### src/inc/fan_params.svh
// constants for the fan pwm and spin-up configuration block
// assumes a 100 MHz aclk and an AXI4-Lite master that addresses index * 4
`ifndef FAN_PARAMS_SVH
`define FAN_PARAMS_SVH

// register indices; byte address is index * 4
`define IDX_CFG 8'h03
`define IDX_CFG_MIRROR 8'h09
`define IDX_PWM_CFG 8'h4a
`define IDX_SPIN_CFG 8'h4b
`define IDX_DUTY 8'h4c
`define IDX_FREQ 8'h4d
`define IDX_LUT_HI 4'h5

// reset values
`define RST_CFG 8'h00
`define RST_PWM_CFG 6'h20
`define RST_SPIN_CFG 6'h3f
`define RST_DUTY 6'h00
`define RST_FREQ 5'h17
`define RST_LUT_TEMP 8'h7f
`define RST_LUT_PWM 8'h3f

// field masks of the lookup table entries
`define LUT_TEMP_MASK 8'h7f
`define LUT_PWM_MASK 8'h3f

// spin-up duty levels on the 6-bit duty scale
`define DUTY_OFF 6'h00
`define DUTY_HALF 6'h20
`define DUTY_3Q 6'h30
`define DUTY_FULL 6'h3f

// AXI responses
`define RESP_OKAY 2'h0
`define RESP_SLVERR 2'h2

// timing
`define CLK_FREQ_HZ 100000000
`define PWM_FAST_HZ 360000
`define PWM_SLOW_HZ 1400
`define PWM_FAST_DIV (`CLK_FREQ_HZ / `PWM_FAST_HZ)
`define PWM_SLOW_DIV (`CLK_FREQ_HZ / `PWM_SLOW_HZ)
`define SPINUP_BASE_MS 50
`define SPINUP_BASE_CYCLES (`SPINUP_BASE_MS * (`CLK_FREQ_HZ / 1000))

`endif

### src/inc/fan_pkg.sv
// types shared by the fan pwm and spin-up files
// assumes nothing of its surroundings
package fan_pkg;

  // low six bits of the pwm and tach configuration register
  typedef struct packed {
    logic pwm_prog;
    logic polarity;
    logic clk_sel;
    logic rsvd;
    logic [1:0] tach_mode;
  } fan_cfg_t;

  // low six bits of the spin-up configuration register
  typedef struct packed {
    logic fast;
    logic [1:0] duty_code;
    logic [2:0] time_code;
  } spin_cfg_t;

  typedef enum logic [0:0] {
    SPIN_IDLE,
    SPIN_RUN
  } spin_state_t;

endpackage

### src/verilog/fan_spinup.sv
// spin-up sequencer: forces a start-up duty for a programmed time
// assumes the commanded duty and configuration are synchronous to aclk
`timescale 1ns/1ns
`include "fan_params.svh"

module fan_spinup #(
  parameter int unsigned BASE_CYCLES = `SPINUP_BASE_CYCLES
) (
  // clock and reset
  input wire logic aclk,
  input wire logic aresetn,
  // configuration and commanded duty
  input fan_pkg::spin_cfg_t cfg,
  input wire logic [5:0] cmd_duty,
  input wire logic tach_reached,
  // spin-up state
  output logic active,
  output logic [5:0] spin_duty
);
  import fan_pkg::*;

  if (BASE_CYCLES < 1 || BASE_CYCLES > 32'h0200_0000) begin : g_chk
    $error("spin-up base period out of range");
  end

  spin_state_t state_q, state_d;
  logic [31:0] timer_q, timer_d;
  logic [5:0] prev_duty_q;
  logic [5:0] duty_q, duty_d;

  wire rising = (prev_duty_q == `DUTY_OFF) && (cmd_duty != `DUTY_OFF);
  wire bypass = (cfg.time_code == 3'h0) ||
                (cfg.duty_code == 2'h0 && !cfg.fast);
  wire [31:0] length = BASE_CYCLES << (cfg.time_code - 3'h1);
  wire [5:0] level = cfg.fast ? `DUTY_FULL :
                     (cfg.duty_code == 2'h1) ? `DUTY_HALF :
                     (cfg.duty_code == 2'h2) ? `DUTY_3Q : `DUTY_FULL;
  wire expired = (timer_q == 32'h1);
  wire tach_end = cfg.fast && tach_reached;

  always_comb begin
    state_d = state_q;
    timer_d = timer_q;
    duty_d = duty_q;
    case (state_q)
      SPIN_IDLE: begin
        if (rising && !bypass) begin
          state_d = SPIN_RUN;
          timer_d = length;
          duty_d = level;
        end
      end
      SPIN_RUN: begin
        // timeout ends spin-up; in fast mode the tach target ends it too, whichever comes first
        if (expired || tach_end) begin
          state_d = SPIN_IDLE;
          timer_d = 32'h0;
        end else begin
          timer_d = timer_q - 32'h1;
        end
      end
      default: begin
        state_d = SPIN_IDLE;
      end
    endcase
  end

  always_ff @(posedge aclk) begin
    if (!aresetn) begin
      state_q <= SPIN_IDLE;
      timer_q <= 32'h0;
      duty_q <= `DUTY_OFF;
      prev_duty_q <= `DUTY_OFF;
    end else begin
      state_q <= state_d;
      timer_q <= timer_d;
      duty_q <= duty_d;
      prev_duty_q <= cmd_duty;
    end
  end

  assign active = (state_q == SPIN_RUN);
  assign spin_duty = duty_q;
endmodule

### src/verilog/fan_pwm_gen.sv
// pwm waveform generator with open-drain output and polarity select
// assumes duty and frequency settings are synchronous to aclk
`timescale 1ns/1ns
`include "fan_params.svh"

module fan_pwm_gen #(
  parameter int unsigned FAST_DIV = `PWM_FAST_DIV,
  parameter int unsigned SLOW_DIV = `PWM_SLOW_DIV
) (
  // clock and reset
  input wire logic aclk,
  input wire logic aresetn,
  // settings
  input wire logic clk_sel,
  input wire logic polarity,
  input wire logic [4:0] freq_n,
  input wire logic [5:0] duty,
  // open-drain pin
  output logic pwm_o,
  output logic pwm_oe
);
  if (FAST_DIV < 1 || SLOW_DIV < 1) begin : g_chk
    $error("pwm clock dividers must be at least one");
  end

  logic [31:0] pre_q;
  logic [5:0] cnt_q;
  logic oe_q;

  // master pwm clock as a one-cycle tick
  wire [31:0] div = clk_sel ? SLOW_DIV : FAST_DIV;
  wire tick = (pre_q >= div - 32'h1);
  // period is 2n master ticks, n of zero counts as one
  wire [4:0] n_eff = (freq_n == 5'h0) ? 5'h1 : freq_n;
  wire [5:0] period = {n_eff, 1'b0};
  wire period_end = (cnt_q >= period - 6'h1);
  // full scale 63 means always on
  wire [11:0] lhs = 12'(cnt_q) * 12'h03f;
  wire [11:0] rhs = 12'(duty) * 12'(period);
  wire fan_on = (lhs < rhs);
  // pulling low means fan off unless the polarity is inverted
  wire oe_d = polarity ? fan_on : !fan_on;

  always_ff @(posedge aclk) begin
    if (!aresetn) begin
      pre_q <= 32'h0;
      cnt_q <= 6'h0;
      oe_q <= 1'b0;
    end else begin
      pre_q <= tick ? 32'h0 : pre_q + 32'h1;
      if (tick) begin
        cnt_q <= period_end ? 6'h0 : cnt_q + 6'h1;
      end
      oe_q <= oe_d;
    end
  end

  assign pwm_o = 1'b0;
  assign pwm_oe = oe_q;
endmodule

### src/verilog/fan_pwm_spinup_config.sv
// fan pwm and spin-up configuration with an AXI4-Lite register slave
// assumes a 100 MHz aclk, synchronous active-low reset, and a tach block
// outside that reports when the fan reaches its target speed
`timescale 1ns/1ns
`include "fan_params.svh"

// Functional notes
// - Duty bit clear: duty comes from table, duty and table writes ignored.
// - Duty bit set: duty and table writable, duty write acts at once.
// - Polarity clear pulls pin low for fan off; set inverts that sense.
// - Clock select picks 360 kHz master clock at 0, 1.4 kHz at 1.
// - Tach mode 00 is traditional monitoring, slow fans may misread.
// - Tach mode 01 is traditional monitoring reporting FFFF when too slow.
// - Modes 10 and 11 enable smart tach, FFFF when too slow.
// - With the 360 kHz clock the tach runs in mode 00 always.
// - Spin-up configuration bits 7:6 read as zero.
// - Fast spin-up drives full duty until timeout or tach target.
// - Fast spin-up ignores the spin-up duty field, always full on.
// - Without fast spin-up, programmed duty and time fields are used.
// - Spin-up time code 000 bypasses spin-up entirely.
// - Duty codes: 00 bypass unless fast, 01 half, 10 3/4, 11 full.
// - Mirror addresses reach one and the same physical register.
// - Duty register reads zero while spin-up is in progress.
// - Pwm frequency is master clock over 2n, n of zero taken as one.
module fan_pwm_spinup_config #(
  parameter int unsigned ADDR_W = 12,
  parameter int unsigned FAST_DIV = `PWM_FAST_DIV,
  parameter int unsigned SLOW_DIV = `PWM_SLOW_DIV,
  parameter int unsigned SPIN_BASE = `SPINUP_BASE_CYCLES
) (
  // clock and reset
  input wire logic aclk,
  input wire logic aresetn,
  // AXI4-Lite write address
  input wire logic [ADDR_W-1:0] s_axi_awaddr,
  input wire logic s_axi_awvalid,
  output logic s_axi_awready,
  // AXI4-Lite write data
  input wire logic [31:0] s_axi_wdata,
  input wire logic [3:0] s_axi_wstrb,
  input wire logic s_axi_wvalid,
  output logic s_axi_wready,
  // AXI4-Lite write response
  output logic [1:0] s_axi_bresp,
  output logic s_axi_bvalid,
  input wire logic s_axi_bready,
  // AXI4-Lite read address
  input wire logic [ADDR_W-1:0] s_axi_araddr,
  input wire logic s_axi_arvalid,
  output logic s_axi_arready,
  // AXI4-Lite read data
  output logic [31:0] s_axi_rdata,
  output logic [1:0] s_axi_rresp,
  output logic s_axi_rvalid,
  input wire logic s_axi_rready,
  // temperature and tach status from the rest of the device
  input wire logic [7:0] remote_temp,
  input wire logic tach_reached,
  // fan pin, open drain
  output logic pwm_o,
  output logic pwm_oe,
  // tach block control
  output logic [1:0] tach_mode,
  output logic tach_report_ffff,
  output logic smart_tach_en,
  output logic tach_pin_sel
);
  import fan_pkg::*;

  if (ADDR_W < 10 || ADDR_W > 32) begin : g_chk
    $error("address width must be 10 to 32 bits");
  end

  // top bit flags an address above the decoded window
  function automatic logic [8:0] reg_index(input logic [ADDR_W-1:0] a);
    logic hi;
    hi = 1'b0;
    for (int i = 10; i < ADDR_W; i++) begin
      hi = hi | a[i];
    end
    return {hi, a[9:2]};
  endfunction

  function automatic logic idx_is(input logic [8:0] idx, input logic [7:0] reg_idx);
    return idx == {1'b0, reg_idx};
  endfunction

  ////////////////////////////////////////////////////////////////////////////
  // register storage

  fan_cfg_t pwm_cfg_q;
  spin_cfg_t spin_cfg_q;
  logic [7:0] cfg_q;
  logic [5:0] duty_q;
  logic [4:0] freq_q;
  logic [7:0] lut_q [16];

  // write channel state; a low ready means the item is held
  logic awready_q, wready_q, bvalid_q;
  logic [1:0] bresp_q;
  logic [ADDR_W-1:0] awaddr_q;
  logic [31:0] wdata_q;
  logic [3:0] wstrb_q;

  // read channel state
  logic arready_q, rvalid_q;
  logic [1:0] rresp_q;
  logic [31:0] rdata_q;

  // tach control flops
  logic [1:0] tach_mode_q;
  logic ffff_q, smart_q, pin_sel_q;

  logic spin_active;
  logic [5:0] spin_duty;
  logic [5:0] lut_duty;

  ////////////////////////////////////////////////////////////////////////////
  // write decode

  wire do_wr = !awready_q && !wready_q && !bvalid_q;
  wire [8:0] wr_idx = reg_index(awaddr_q);
  wire wr_lane = do_wr && wstrb_q[0];
  wire [7:0] wr_byte = wdata_q[7:0];
  wire wr_is_cfg = idx_is(wr_idx, `IDX_CFG) || idx_is(wr_idx, `IDX_CFG_MIRROR);
  wire wr_is_pwm = idx_is(wr_idx, `IDX_PWM_CFG);
  wire wr_is_spin = idx_is(wr_idx, `IDX_SPIN_CFG);
  wire wr_is_duty = idx_is(wr_idx, `IDX_DUTY);
  wire wr_is_freq = idx_is(wr_idx, `IDX_FREQ);
  wire wr_is_lut = !wr_idx[8] && (wr_idx[7:4] == `IDX_LUT_HI);
  wire wr_hit = wr_is_cfg || wr_is_pwm || wr_is_spin || wr_is_duty || wr_is_freq ||
                wr_is_lut;
  // duty and table writes are accepted but dropped unless direct mode is on
  wire duty_we = wr_lane && wr_is_duty && pwm_cfg_q.pwm_prog;
  wire lut_we = wr_lane && wr_is_lut && pwm_cfg_q.pwm_prog;
  // odd entries hold duty, even ones temperature
  wire [7:0] lut_mask = wr_idx[0] ? `LUT_PWM_MASK : `LUT_TEMP_MASK;

  ////////////////////////////////////////////////////////////////////////////
  // read decode

  wire [8:0] rd_idx = reg_index(s_axi_araddr);
  wire rd_is_cfg = idx_is(rd_idx, `IDX_CFG) || idx_is(rd_idx, `IDX_CFG_MIRROR);
  wire rd_is_pwm = idx_is(rd_idx, `IDX_PWM_CFG);
  wire rd_is_spin = idx_is(rd_idx, `IDX_SPIN_CFG);
  wire rd_is_duty = idx_is(rd_idx, `IDX_DUTY);
  wire rd_is_freq = idx_is(rd_idx, `IDX_FREQ);
  wire rd_is_lut = !rd_idx[8] && (rd_idx[7:4] == `IDX_LUT_HI);
  wire rd_hit = rd_is_cfg || rd_is_pwm || rd_is_spin || rd_is_duty || rd_is_freq ||
                rd_is_lut;
  wire [5:0] duty_view = spin_active ? `DUTY_OFF : duty_q;
  wire [7:0] rd_byte = rd_is_cfg ? cfg_q :
                       rd_is_pwm ? {2'h0, pwm_cfg_q} :
                       rd_is_spin ? {2'h0, spin_cfg_q} :
                       rd_is_duty ? {2'h0, duty_view} :
                       rd_is_freq ? {3'h0, freq_q} :
                       rd_is_lut ? lut_q[rd_idx[3:0]] : 8'h00;

  ////////////////////////////////////////////////////////////////////////////
  // lookup table: the last pair whose temperature is exceeded sets the duty

  always_comb begin
    lut_duty = `DUTY_OFF;
    for (int i = 0; i < 8; i++) begin
      if (!remote_temp[7] && (remote_temp[6:0] > lut_q[2 * i][6:0])) begin
        lut_duty = lut_q[2 * i + 1][5:0];
      end
    end
  end

  // effective tach mode: the fast master clock forces traditional monitoring
  wire [1:0] tach_mode_d = pwm_cfg_q.clk_sel ? pwm_cfg_q.tach_mode : 2'h0;

  ////////////////////////////////////////////////////////////////////////////
  // AXI write channels

  always_ff @(posedge aclk) begin
    if (!aresetn) begin
      awready_q <= 1'b1;
      wready_q <= 1'b1;
      bvalid_q <= 1'b0;
      bresp_q <= `RESP_OKAY;
      awaddr_q <= '0;
      wdata_q <= 32'h0;
      wstrb_q <= 4'h0;
    end else begin
      if (s_axi_awvalid && awready_q) begin
        awready_q <= 1'b0;
        awaddr_q <= s_axi_awaddr;
      end
      if (s_axi_wvalid && wready_q) begin
        wready_q <= 1'b0;
        wdata_q <= s_axi_wdata;
        wstrb_q <= s_axi_wstrb;
      end
      if (do_wr) begin
        bvalid_q <= 1'b1;
        bresp_q <= wr_hit ? `RESP_OKAY : `RESP_SLVERR;
      end
      // both channels reopen only once the response is taken
      if (bvalid_q && s_axi_bready) begin
        bvalid_q <= 1'b0;
        awready_q <= 1'b1;
        wready_q <= 1'b1;
      end
    end
  end

  ////////////////////////////////////////////////////////////////////////////
  // AXI read channels: data one cycle after the address is taken

  always_ff @(posedge aclk) begin
    if (!aresetn) begin
      arready_q <= 1'b1;
      rvalid_q <= 1'b0;
      rresp_q <= `RESP_OKAY;
      rdata_q <= 32'h0;
    end else if (s_axi_arvalid && arready_q) begin
      arready_q <= 1'b0;
      rvalid_q <= 1'b1;
      rresp_q <= rd_hit ? `RESP_OKAY : `RESP_SLVERR;
      rdata_q <= {24'h0, rd_byte};
    end else if (rvalid_q && s_axi_rready) begin
      rvalid_q <= 1'b0;
      arready_q <= 1'b1;
    end
  end

  ////////////////////////////////////////////////////////////////////////////
  // configuration registers

  always_ff @(posedge aclk) begin
    if (!aresetn) begin
      cfg_q <= `RST_CFG;
      pwm_cfg_q <= fan_cfg_t'(`RST_PWM_CFG);
      spin_cfg_q <= spin_cfg_t'(`RST_SPIN_CFG);
      freq_q <= `RST_FREQ;
    end else begin
      if (wr_lane && wr_is_cfg) begin
        cfg_q <= wr_byte;
      end
      if (wr_lane && wr_is_pwm) begin
        pwm_cfg_q <= fan_cfg_t'(wr_byte[5:0]);
      end
      if (wr_lane && wr_is_spin) begin
        spin_cfg_q <= spin_cfg_t'(wr_byte[5:0]);
      end
      if (wr_lane && wr_is_freq) begin
        freq_q <= wr_byte[4:0];
      end
    end
  end

  // duty follows the table in table mode, else holds the last written value
  always_ff @(posedge aclk) begin
    if (!aresetn) begin
      duty_q <= `RST_DUTY;
    end else if (!pwm_cfg_q.pwm_prog) begin
      duty_q <= lut_duty;
    end else if (duty_we) begin
      duty_q <= wr_byte[5:0];
    end
  end

  always_ff @(posedge aclk) begin
    if (!aresetn) begin
      for (int i = 0; i < 16; i++) begin
        lut_q[i] <= i[0] ? `RST_LUT_PWM : `RST_LUT_TEMP;
      end
    end else if (lut_we) begin
      lut_q[wr_idx[3:0]] <= wr_byte & lut_mask;
    end
  end

  always_ff @(posedge aclk) begin
    if (!aresetn) begin
      tach_mode_q <= 2'h0;
      ffff_q <= 1'b0;
      smart_q <= 1'b0;
      pin_sel_q <= 1'b0;
    end else begin
      tach_mode_q <= tach_mode_d;
      ffff_q <= (tach_mode_d != 2'h0);
      smart_q <= tach_mode_d[1];
      pin_sel_q <= cfg_q[2];
    end
  end

  ////////////////////////////////////////////////////////////////////////////
  // spin-up and waveform

  fan_spinup #(
    .BASE_CYCLES(SPIN_BASE)
  ) u_spinup (
    .aclk(aclk),
    .aresetn(aresetn),
    .cfg(spin_cfg_q),
    .cmd_duty(duty_q),
    .tach_reached(tach_reached),
    .active(spin_active),
    .spin_duty(spin_duty)
  );

  wire [5:0] out_duty = spin_active ? spin_duty : duty_q;

  fan_pwm_gen #(
    .FAST_DIV(FAST_DIV),
    .SLOW_DIV(SLOW_DIV)
  ) u_pwm (
    .aclk(aclk),
    .aresetn(aresetn),
    .clk_sel(pwm_cfg_q.clk_sel),
    .polarity(pwm_cfg_q.polarity),
    .freq_n(freq_q),
    .duty(out_duty),
    .pwm_o(pwm_o),
    .pwm_oe(pwm_oe)
  );

  assign s_axi_awready = awready_q;
  assign s_axi_wready = wready_q;
  assign s_axi_bvalid = bvalid_q;
  assign s_axi_bresp = bresp_q;
  assign s_axi_arready = arready_q;
  assign s_axi_rvalid = rvalid_q;
  assign s_axi_rresp = rresp_q;
  assign s_axi_rdata = rdata_q;
  assign tach_mode = tach_mode_q;
  assign tach_report_ffff = ffff_q;
  assign smart_tach_en = smart_q;
  assign tach_pin_sel = pin_sel_q;
endmodule

### config.mk
export PLATFORM = sky130hd
export DESIGN_NAME = fan_pwm_spinup_config
export DESIGN_NICKNAME = d
export VERILOG_FILES = /design/src/inc/fan_pkg.sv /design/src/verilog/fan_spinup.sv /design/src/verilog/fan_pwm_gen.sv /design/src/verilog/fan_pwm_spinup_config.sv
export VERILOG_INCLUDE_DIRS = /design/src /design/src/inc
export SDC_FILE = /design/constraint.sdc
export NUM_CORES = 1
export LEC_CHECK = 0
export BUFFER_PORTS_ARGS = -buffer_cell sky130_fd_sc_hd__buf_4
export CORE_UTILIZATION = 52
export DETAILED_ROUTE_END_ITERATION = 12
export PLACE_DENSITY = 0.71
export SLEW_MARGIN = 20
export SYNTH_ARGS = -nofsm -noshare
export SYNTH_HDL_FRONTEND = slang
export SYNTH_SLANG_ARGS = --single-unit
### constraint.sdc
create_clock -name aclk -period 7.35 [get_ports aclk]
set_input_delay 0.735 -clock aclk [delete_from_list [all_inputs] [get_ports aclk]]
set_output_delay 0.735 -clock aclk [all_outputs]
set_load 0.005 [all_outputs]
Word-level counts from Yosys, hierarchy flattened --
Memories as Yosys holds them, arrays and structs flattened. Index checks and enable logic that the tools add are counted.
Word-level totals: register bits 158, RAM bits 128, output and inout bits 48, word-level logic and storage cells 188, memories kept 1
Memories:
- lut_q | words 16, width 8, read ports 17, clocked after Yosys merged registers in 0, wr ports 16, line fan_pwm_spinup_config.sv:96 | logic [7:0] lut_q [16];
Cells by class: add/subtract/negate cells 6, $mul 2, order comparisons 11, eq/ne operators 19, shifts and indexed selects 1, multiplexer cells 46, bitwise operators 5, reductions and logical operators 64
Operator list (count):
- $mux 6 | 15
- $eq 9x7->1 const B | 8
- $mux 32 | 2
- $pmux 32 s2 | 1
- $sub 32x1->32 const B | 2
- $gt 7x7->1 | 8
- $mux 8 | 7
- $add 32x1->32 const B | 1
- $eq 32x1->1 const B | 1
- $ge 32x32->1 | 1
- $shl 23x3->32 const A | 1
- $logic_and 1x1->1 | 30
- $eq 9x2->1 const B | 2
- $eq 9x4->1 const B | 2
- $mux 17 | 1
- $logic_or 1x1->1 | 14
- $lt 12x12->1 | 1
- $mul 6x6->12 const B | 1
- $mux 1 | 12
- $mul 6x5->11 | 1
- $logic_not 1->1 | 9
- $and 8x7->8 | 1
- $eq 4x3->1 const B | 2
- $mux 4 | 2
- other kinds (22) | 29

Longest topological paths before layout --
An unclocked memory read counts as a cell.
depth after elaboration 12, gate-level depth with buffers 23

Hierarchy --
From an unflattened synthesis, not the netlist that was laid out.
Unflattened totals: cell total of the unflattened synthesis 1723, area, all modules 16834.9 um^2
By module, submodules not included:
- fan_pwm_spinup_config | times used 1, cells each 958, area an instance 10253.6 um^2
- fan_pwm_gen | times used 1, cells each 415, area an instance 3698.5 um^2
- fan_spinup | times used 1, cells each 350, area an instance 2882.8 um^2

Worst setup path before layout --
OpenSTA, ideal clock, no wires.
kind flip-flop to flip-flop, start register u_spinup.state_q (netlist: u_spinup.active), end register u_pwm.oe_q (netlist: u_pwm.pwm_oe), library setup time 0.106 ns, data arrival time 5.009 ns, data required time 7.244 ns, slack 2.235 ns, cell stages (with the launch flop) 21, buffers on the path 1, cells stage by stage dfxtp_1 -> buf_1 -> nor2b_1 -> a21oi_1 -> nand2b_1 -> fa_1 -> fa_1 -> fa_1 -> inv_1 -> ha_1 -> a21o_1 -> a21oi_1 -> nor2b_1 -> o21a_1 -> o41a_1 -> xor2_1 -> ha_1 -> nand4_1 -> or3_1 -> mux2_2 -> o311ai_0
On the way: word-level cells in the longest chain between the ends 5
Ends and longest elaborated chain:
- start: declaration | line fan_spinup.sv:26 | spin_state_t state_q, state_d;
- start signal: assignment | line fan_spinup.sv:75 | state_q <= state_d;
- $mux 6 (*) | line fan_pwm_spinup_config.sv:304 | wire [5:0] out_duty = spin_active ? spin_duty : duty_q;
- $mul 6x5->11 (*) | line fan_pwm_gen.sv:39 | wire [11:0] rhs = 12'(duty) * 12'(period);
- $lt 12x12->1 (*) | line fan_pwm_gen.sv:40 | wire fan_on = (lhs < rhs);
- $logic_not 1->1 | line fan_pwm_gen.sv:42 | wire oe_d = polarity ? fan_on : !fan_on;
- $mux 1 (*) | line fan_pwm_gen.sv:42
- end signal: assignment | line fan_pwm_gen.sv:48 | oe_q <= 1'b0;
- end signal: assignment | line fan_pwm_gen.sv:54 | oe_q <= oe_d;
- end: declaration | line fan_pwm_gen.sv:28 | logic oe_q;
Every way passes the cells marked *; elsewhere a longest branch is shown, timed or not. A chain may end at the register's enable or synchronous reset.

Worst setup path after layout --
Ends and elaborated chain as after synthesis.

==> results.md <==
* Status: finished clean
* Die outline height at 180 um
* Maximum vdd ir drop at 217 uV
* CP required at 7.78 ns
* Post-synth ARST share at 0
* Gr ovfl total at 0
* HP Class: in -> reg
* ANT cells at 0
* Slew @ Worst Pin at 1.20 ns
* DP Area at 17200 um2
* Hold_buf cts at 0
* Syn_area_per_cell at 9.53 um2
* Core area at 30900 um2
* First-pass GRT wire length at 68300 um
* Syn Std Cell Area at 16500 um2
* Non-Filler Instances at 2191
* Starting Density at 0.535
* Starting DRT DRC Count at 1112
* Post-synthesis sequential area ratio at 0.385
* Clock Tree Buf Depth at 3
* R2R Setup Slk at 1.14 ns
* Dpl cells at 2139
* Post-route minimum period at 6.21 ns
* Register area at 6370 um2
* Detailed Routing Iterations Pass 1 at 5
* Commonest non-fill, non-tap cell in the layout: dfxtp_1
* Vias in the first global route at 12.6k
* Final WL at 43000 um
* Setup Viol. Count Final at 0
* Via-to-Cell Ratio at 6.05
* Syn-to-layout area delta at 9.92%
* Wire per inst at 19.6 um
* Filler cells at 2718
* Final nets at 2009
* DRC Markers at 0
* Via count at 13.3k
* Mapped Cells at 1735
* CP max FO at 30
* # resized after CTS at 0
* Post-synth cell types at 72
* CTS tree: built
* RePlAce Congestion at 0.925
* Pwr dens at 227 nW/um2
* Post-layout util at 0.588
* Setup WS pre-CTS at 1.21 ns
* RSZ-0062 raised after global routing: no
* Clock slew at reported path FFs at 0.06 ns
* Fin Hold WS at 0.407 ns
* Max transition margin at 0.191
* Clk_skew at 0.0109 ns
* Die Width at 180 um
* Post-synth EDFFs at 112
* H-Tree Depth at 1
* Clock root cell: clkbuf_16
* Total CTS buffers at 28
* Synth Flop Type: dfxtp_1
* GRT Total Usage at 0.262
* Crit share post-route at 0.845
* Total Die Area at 32500 um2
* Routed Antenna Nets at 0
* Footprint of the multi-input gates at 9270 um2
* Later-pin clock latency in the skew report at 0.55 ns
* Layout cells sized above 1 at 0.109
* Final Total Pwr at 4.13 mW
* # port buffers at 65
* WP data arrival at 6.64 ns
* Syn. warnings at 0
* Crit path launch type: register
* Max Cap Violations at 0
* FMAX at 0.161 GHz
* CTS Sinks at 262
* Highest-count cells in the layout ignoring fill and taps: dfxtp_1 (150), inv_1 (137), ha_1 (135)
* CP Class: reg -> reg
* Post-route cell area at 18200 um2
* Final-report hold violation count at 0
* Setup TNS Final at 0 ns
* Site Rows at 64
* Fin. max-slew vios at 0
* Crit end category: register
* Leak Pwr at 7.48 nW
* Number of top-level pins at 124
* PnR worst setup slack at 1.14 ns
* Register bit total from synthesis at 262
* HPWL after DPL at 31300 um
* Pin count of the biggest net entering global routing at 62
* Initial antenna violation count at 0
* Post-CTS setup buffer count at 0
==> cell families (layout without fill, tap and decap cells) <==
group	count (synthesis)	count (layout)	share of synthesized area
adder cells (fa/ha/maj)	160	160	0.132
XOR/XNOR	36	36	0.0191
AND/OR/NAND/NOR	560	560	0.180
other	1	49	0.000227
buffers and inverters	255	267	0.0661
flip-flops	262	262	0.385
AO/OA/AOI/OAI	383	383	0.147
multiplexers	78	78	0.0705
==> critical path, cell delays in order, from the launching register on <==
cell	delay, ns
dfxtp_1	0.96
inv_1	0.50
nand2_1	0.27
nand2_1	0.13
and2_1	0.18
fa_1	0.48
inv_1	0.06
fa_1	0.50
fa_1	0.54
inv_1	0.04
ha_1	0.32
a21oi_1	0.22
nor2b_1	0.09
o21a_1	0.19
nor2_1	0.11
xor2_1	0.18
ha_1	0.27
a21o_1	0.16
a21o_1	0.17
a21oi_1	0.22
nand3_1	0.11
mux2_2	0.29
o311ai_0	0.10
==> layout make-up <==
| type | count | share of cell area |
|---|---|---|
| Multi-Input combinational cell | 1266 | 0.510 |
| Sequential cell | 262 | 0.350 |
| Clock buffer | 36 | 0.0419 |
| Timing Repair Buffer | 76 | 0.0314 |
| Inverter | 139 | 0.0287 |
| Tap cell | 396 | 0.0273 |
| Clock inverter | 16 | 0.0107 |
==> power breakdown <==
| part | internal (mW) | switching [mW] | total (mW) |
|---|---|---|---|
| clock network | 0.875 | 0.592 | 1.47 |
| registers | 1.55 | 0.0482 | 1.60 |
| logic | 0.504 | 0.564 | 1.07 |
| total | 2.93 | 1.20 | 4.13 |
==> flip-flops by register name (all words and copies together), names as in the netlist, 2 cells and up <==
signal                cells
tach_mode                 2
u_spinup.timer_q         32
s_axi_rdata               8
pwm_cfg_q                 6
lut_q                   112
awaddr_q                 10
spin_cfg_q                6
u_spinup.spin_duty        3
u_pwm.cnt_q               6
duty_q                    6
wdata_q                   8
cfg_q                     8
u_spinup.prev_duty_q      6
u_pwm.pre_q              32
freq_q                    5
==> path summary, 6_finish.rpt <==
check / startpoint / end / depth (start not counted)
max: u_spinup.active / u_pwm.pwm_oe / 22
min: s_axi_awvalid / s_axi_awready / 2
max reg2reg: u_spinup.active / u_pwm.pwm_oe / 22
min reg2reg: awaddr_q[11] / awaddr_q[11] / 2
==> cells in the mapped netlist, drive strengths merged (6+ instances only) <==
cell type	count	area, um2
nor2	89	334
xor2	21	184
nor3b	9	67.6
nor3	50	250
mux2	8	90.1
xnor2	15	131
inv	137	514
fa	25	500
nor2b	24	150
nor4	18	113
a21boi	9	67.6
o31ai	7	66.3
a211oi	43	323
ha	135	1690
or2	29	181
a21o	13	97.6
nand2b	51	319
and2	17	106
a21oi	114	574
o21ai	90	450
nand3b	6	45.0
nand3	44	220
a311oi	8	70.1
mux2i	40	400
dfxtp	150	3000
and4	6	52.6
buf	49	320
mux4	30	676
a31oi	13	81.3
a2111oi	9	80.1
edfxtp	112	3360
or4	11	82.6
nand2	102	383
clkbuf	67	251
o211ai	29	218
and3	18	113
nand4	16	100
or3	64	400
==> routing by layer <==
layer	global-route usage	routed length, um	vias up
met3	0.0402	3450	92
met1	0.370	19100	6339
li1	-	-	6298
met4	0.0844	1260	0
met5	0	0	-
met2	0.412	19100	530
No activity file was read; power rests on OpenSTA's default activity.
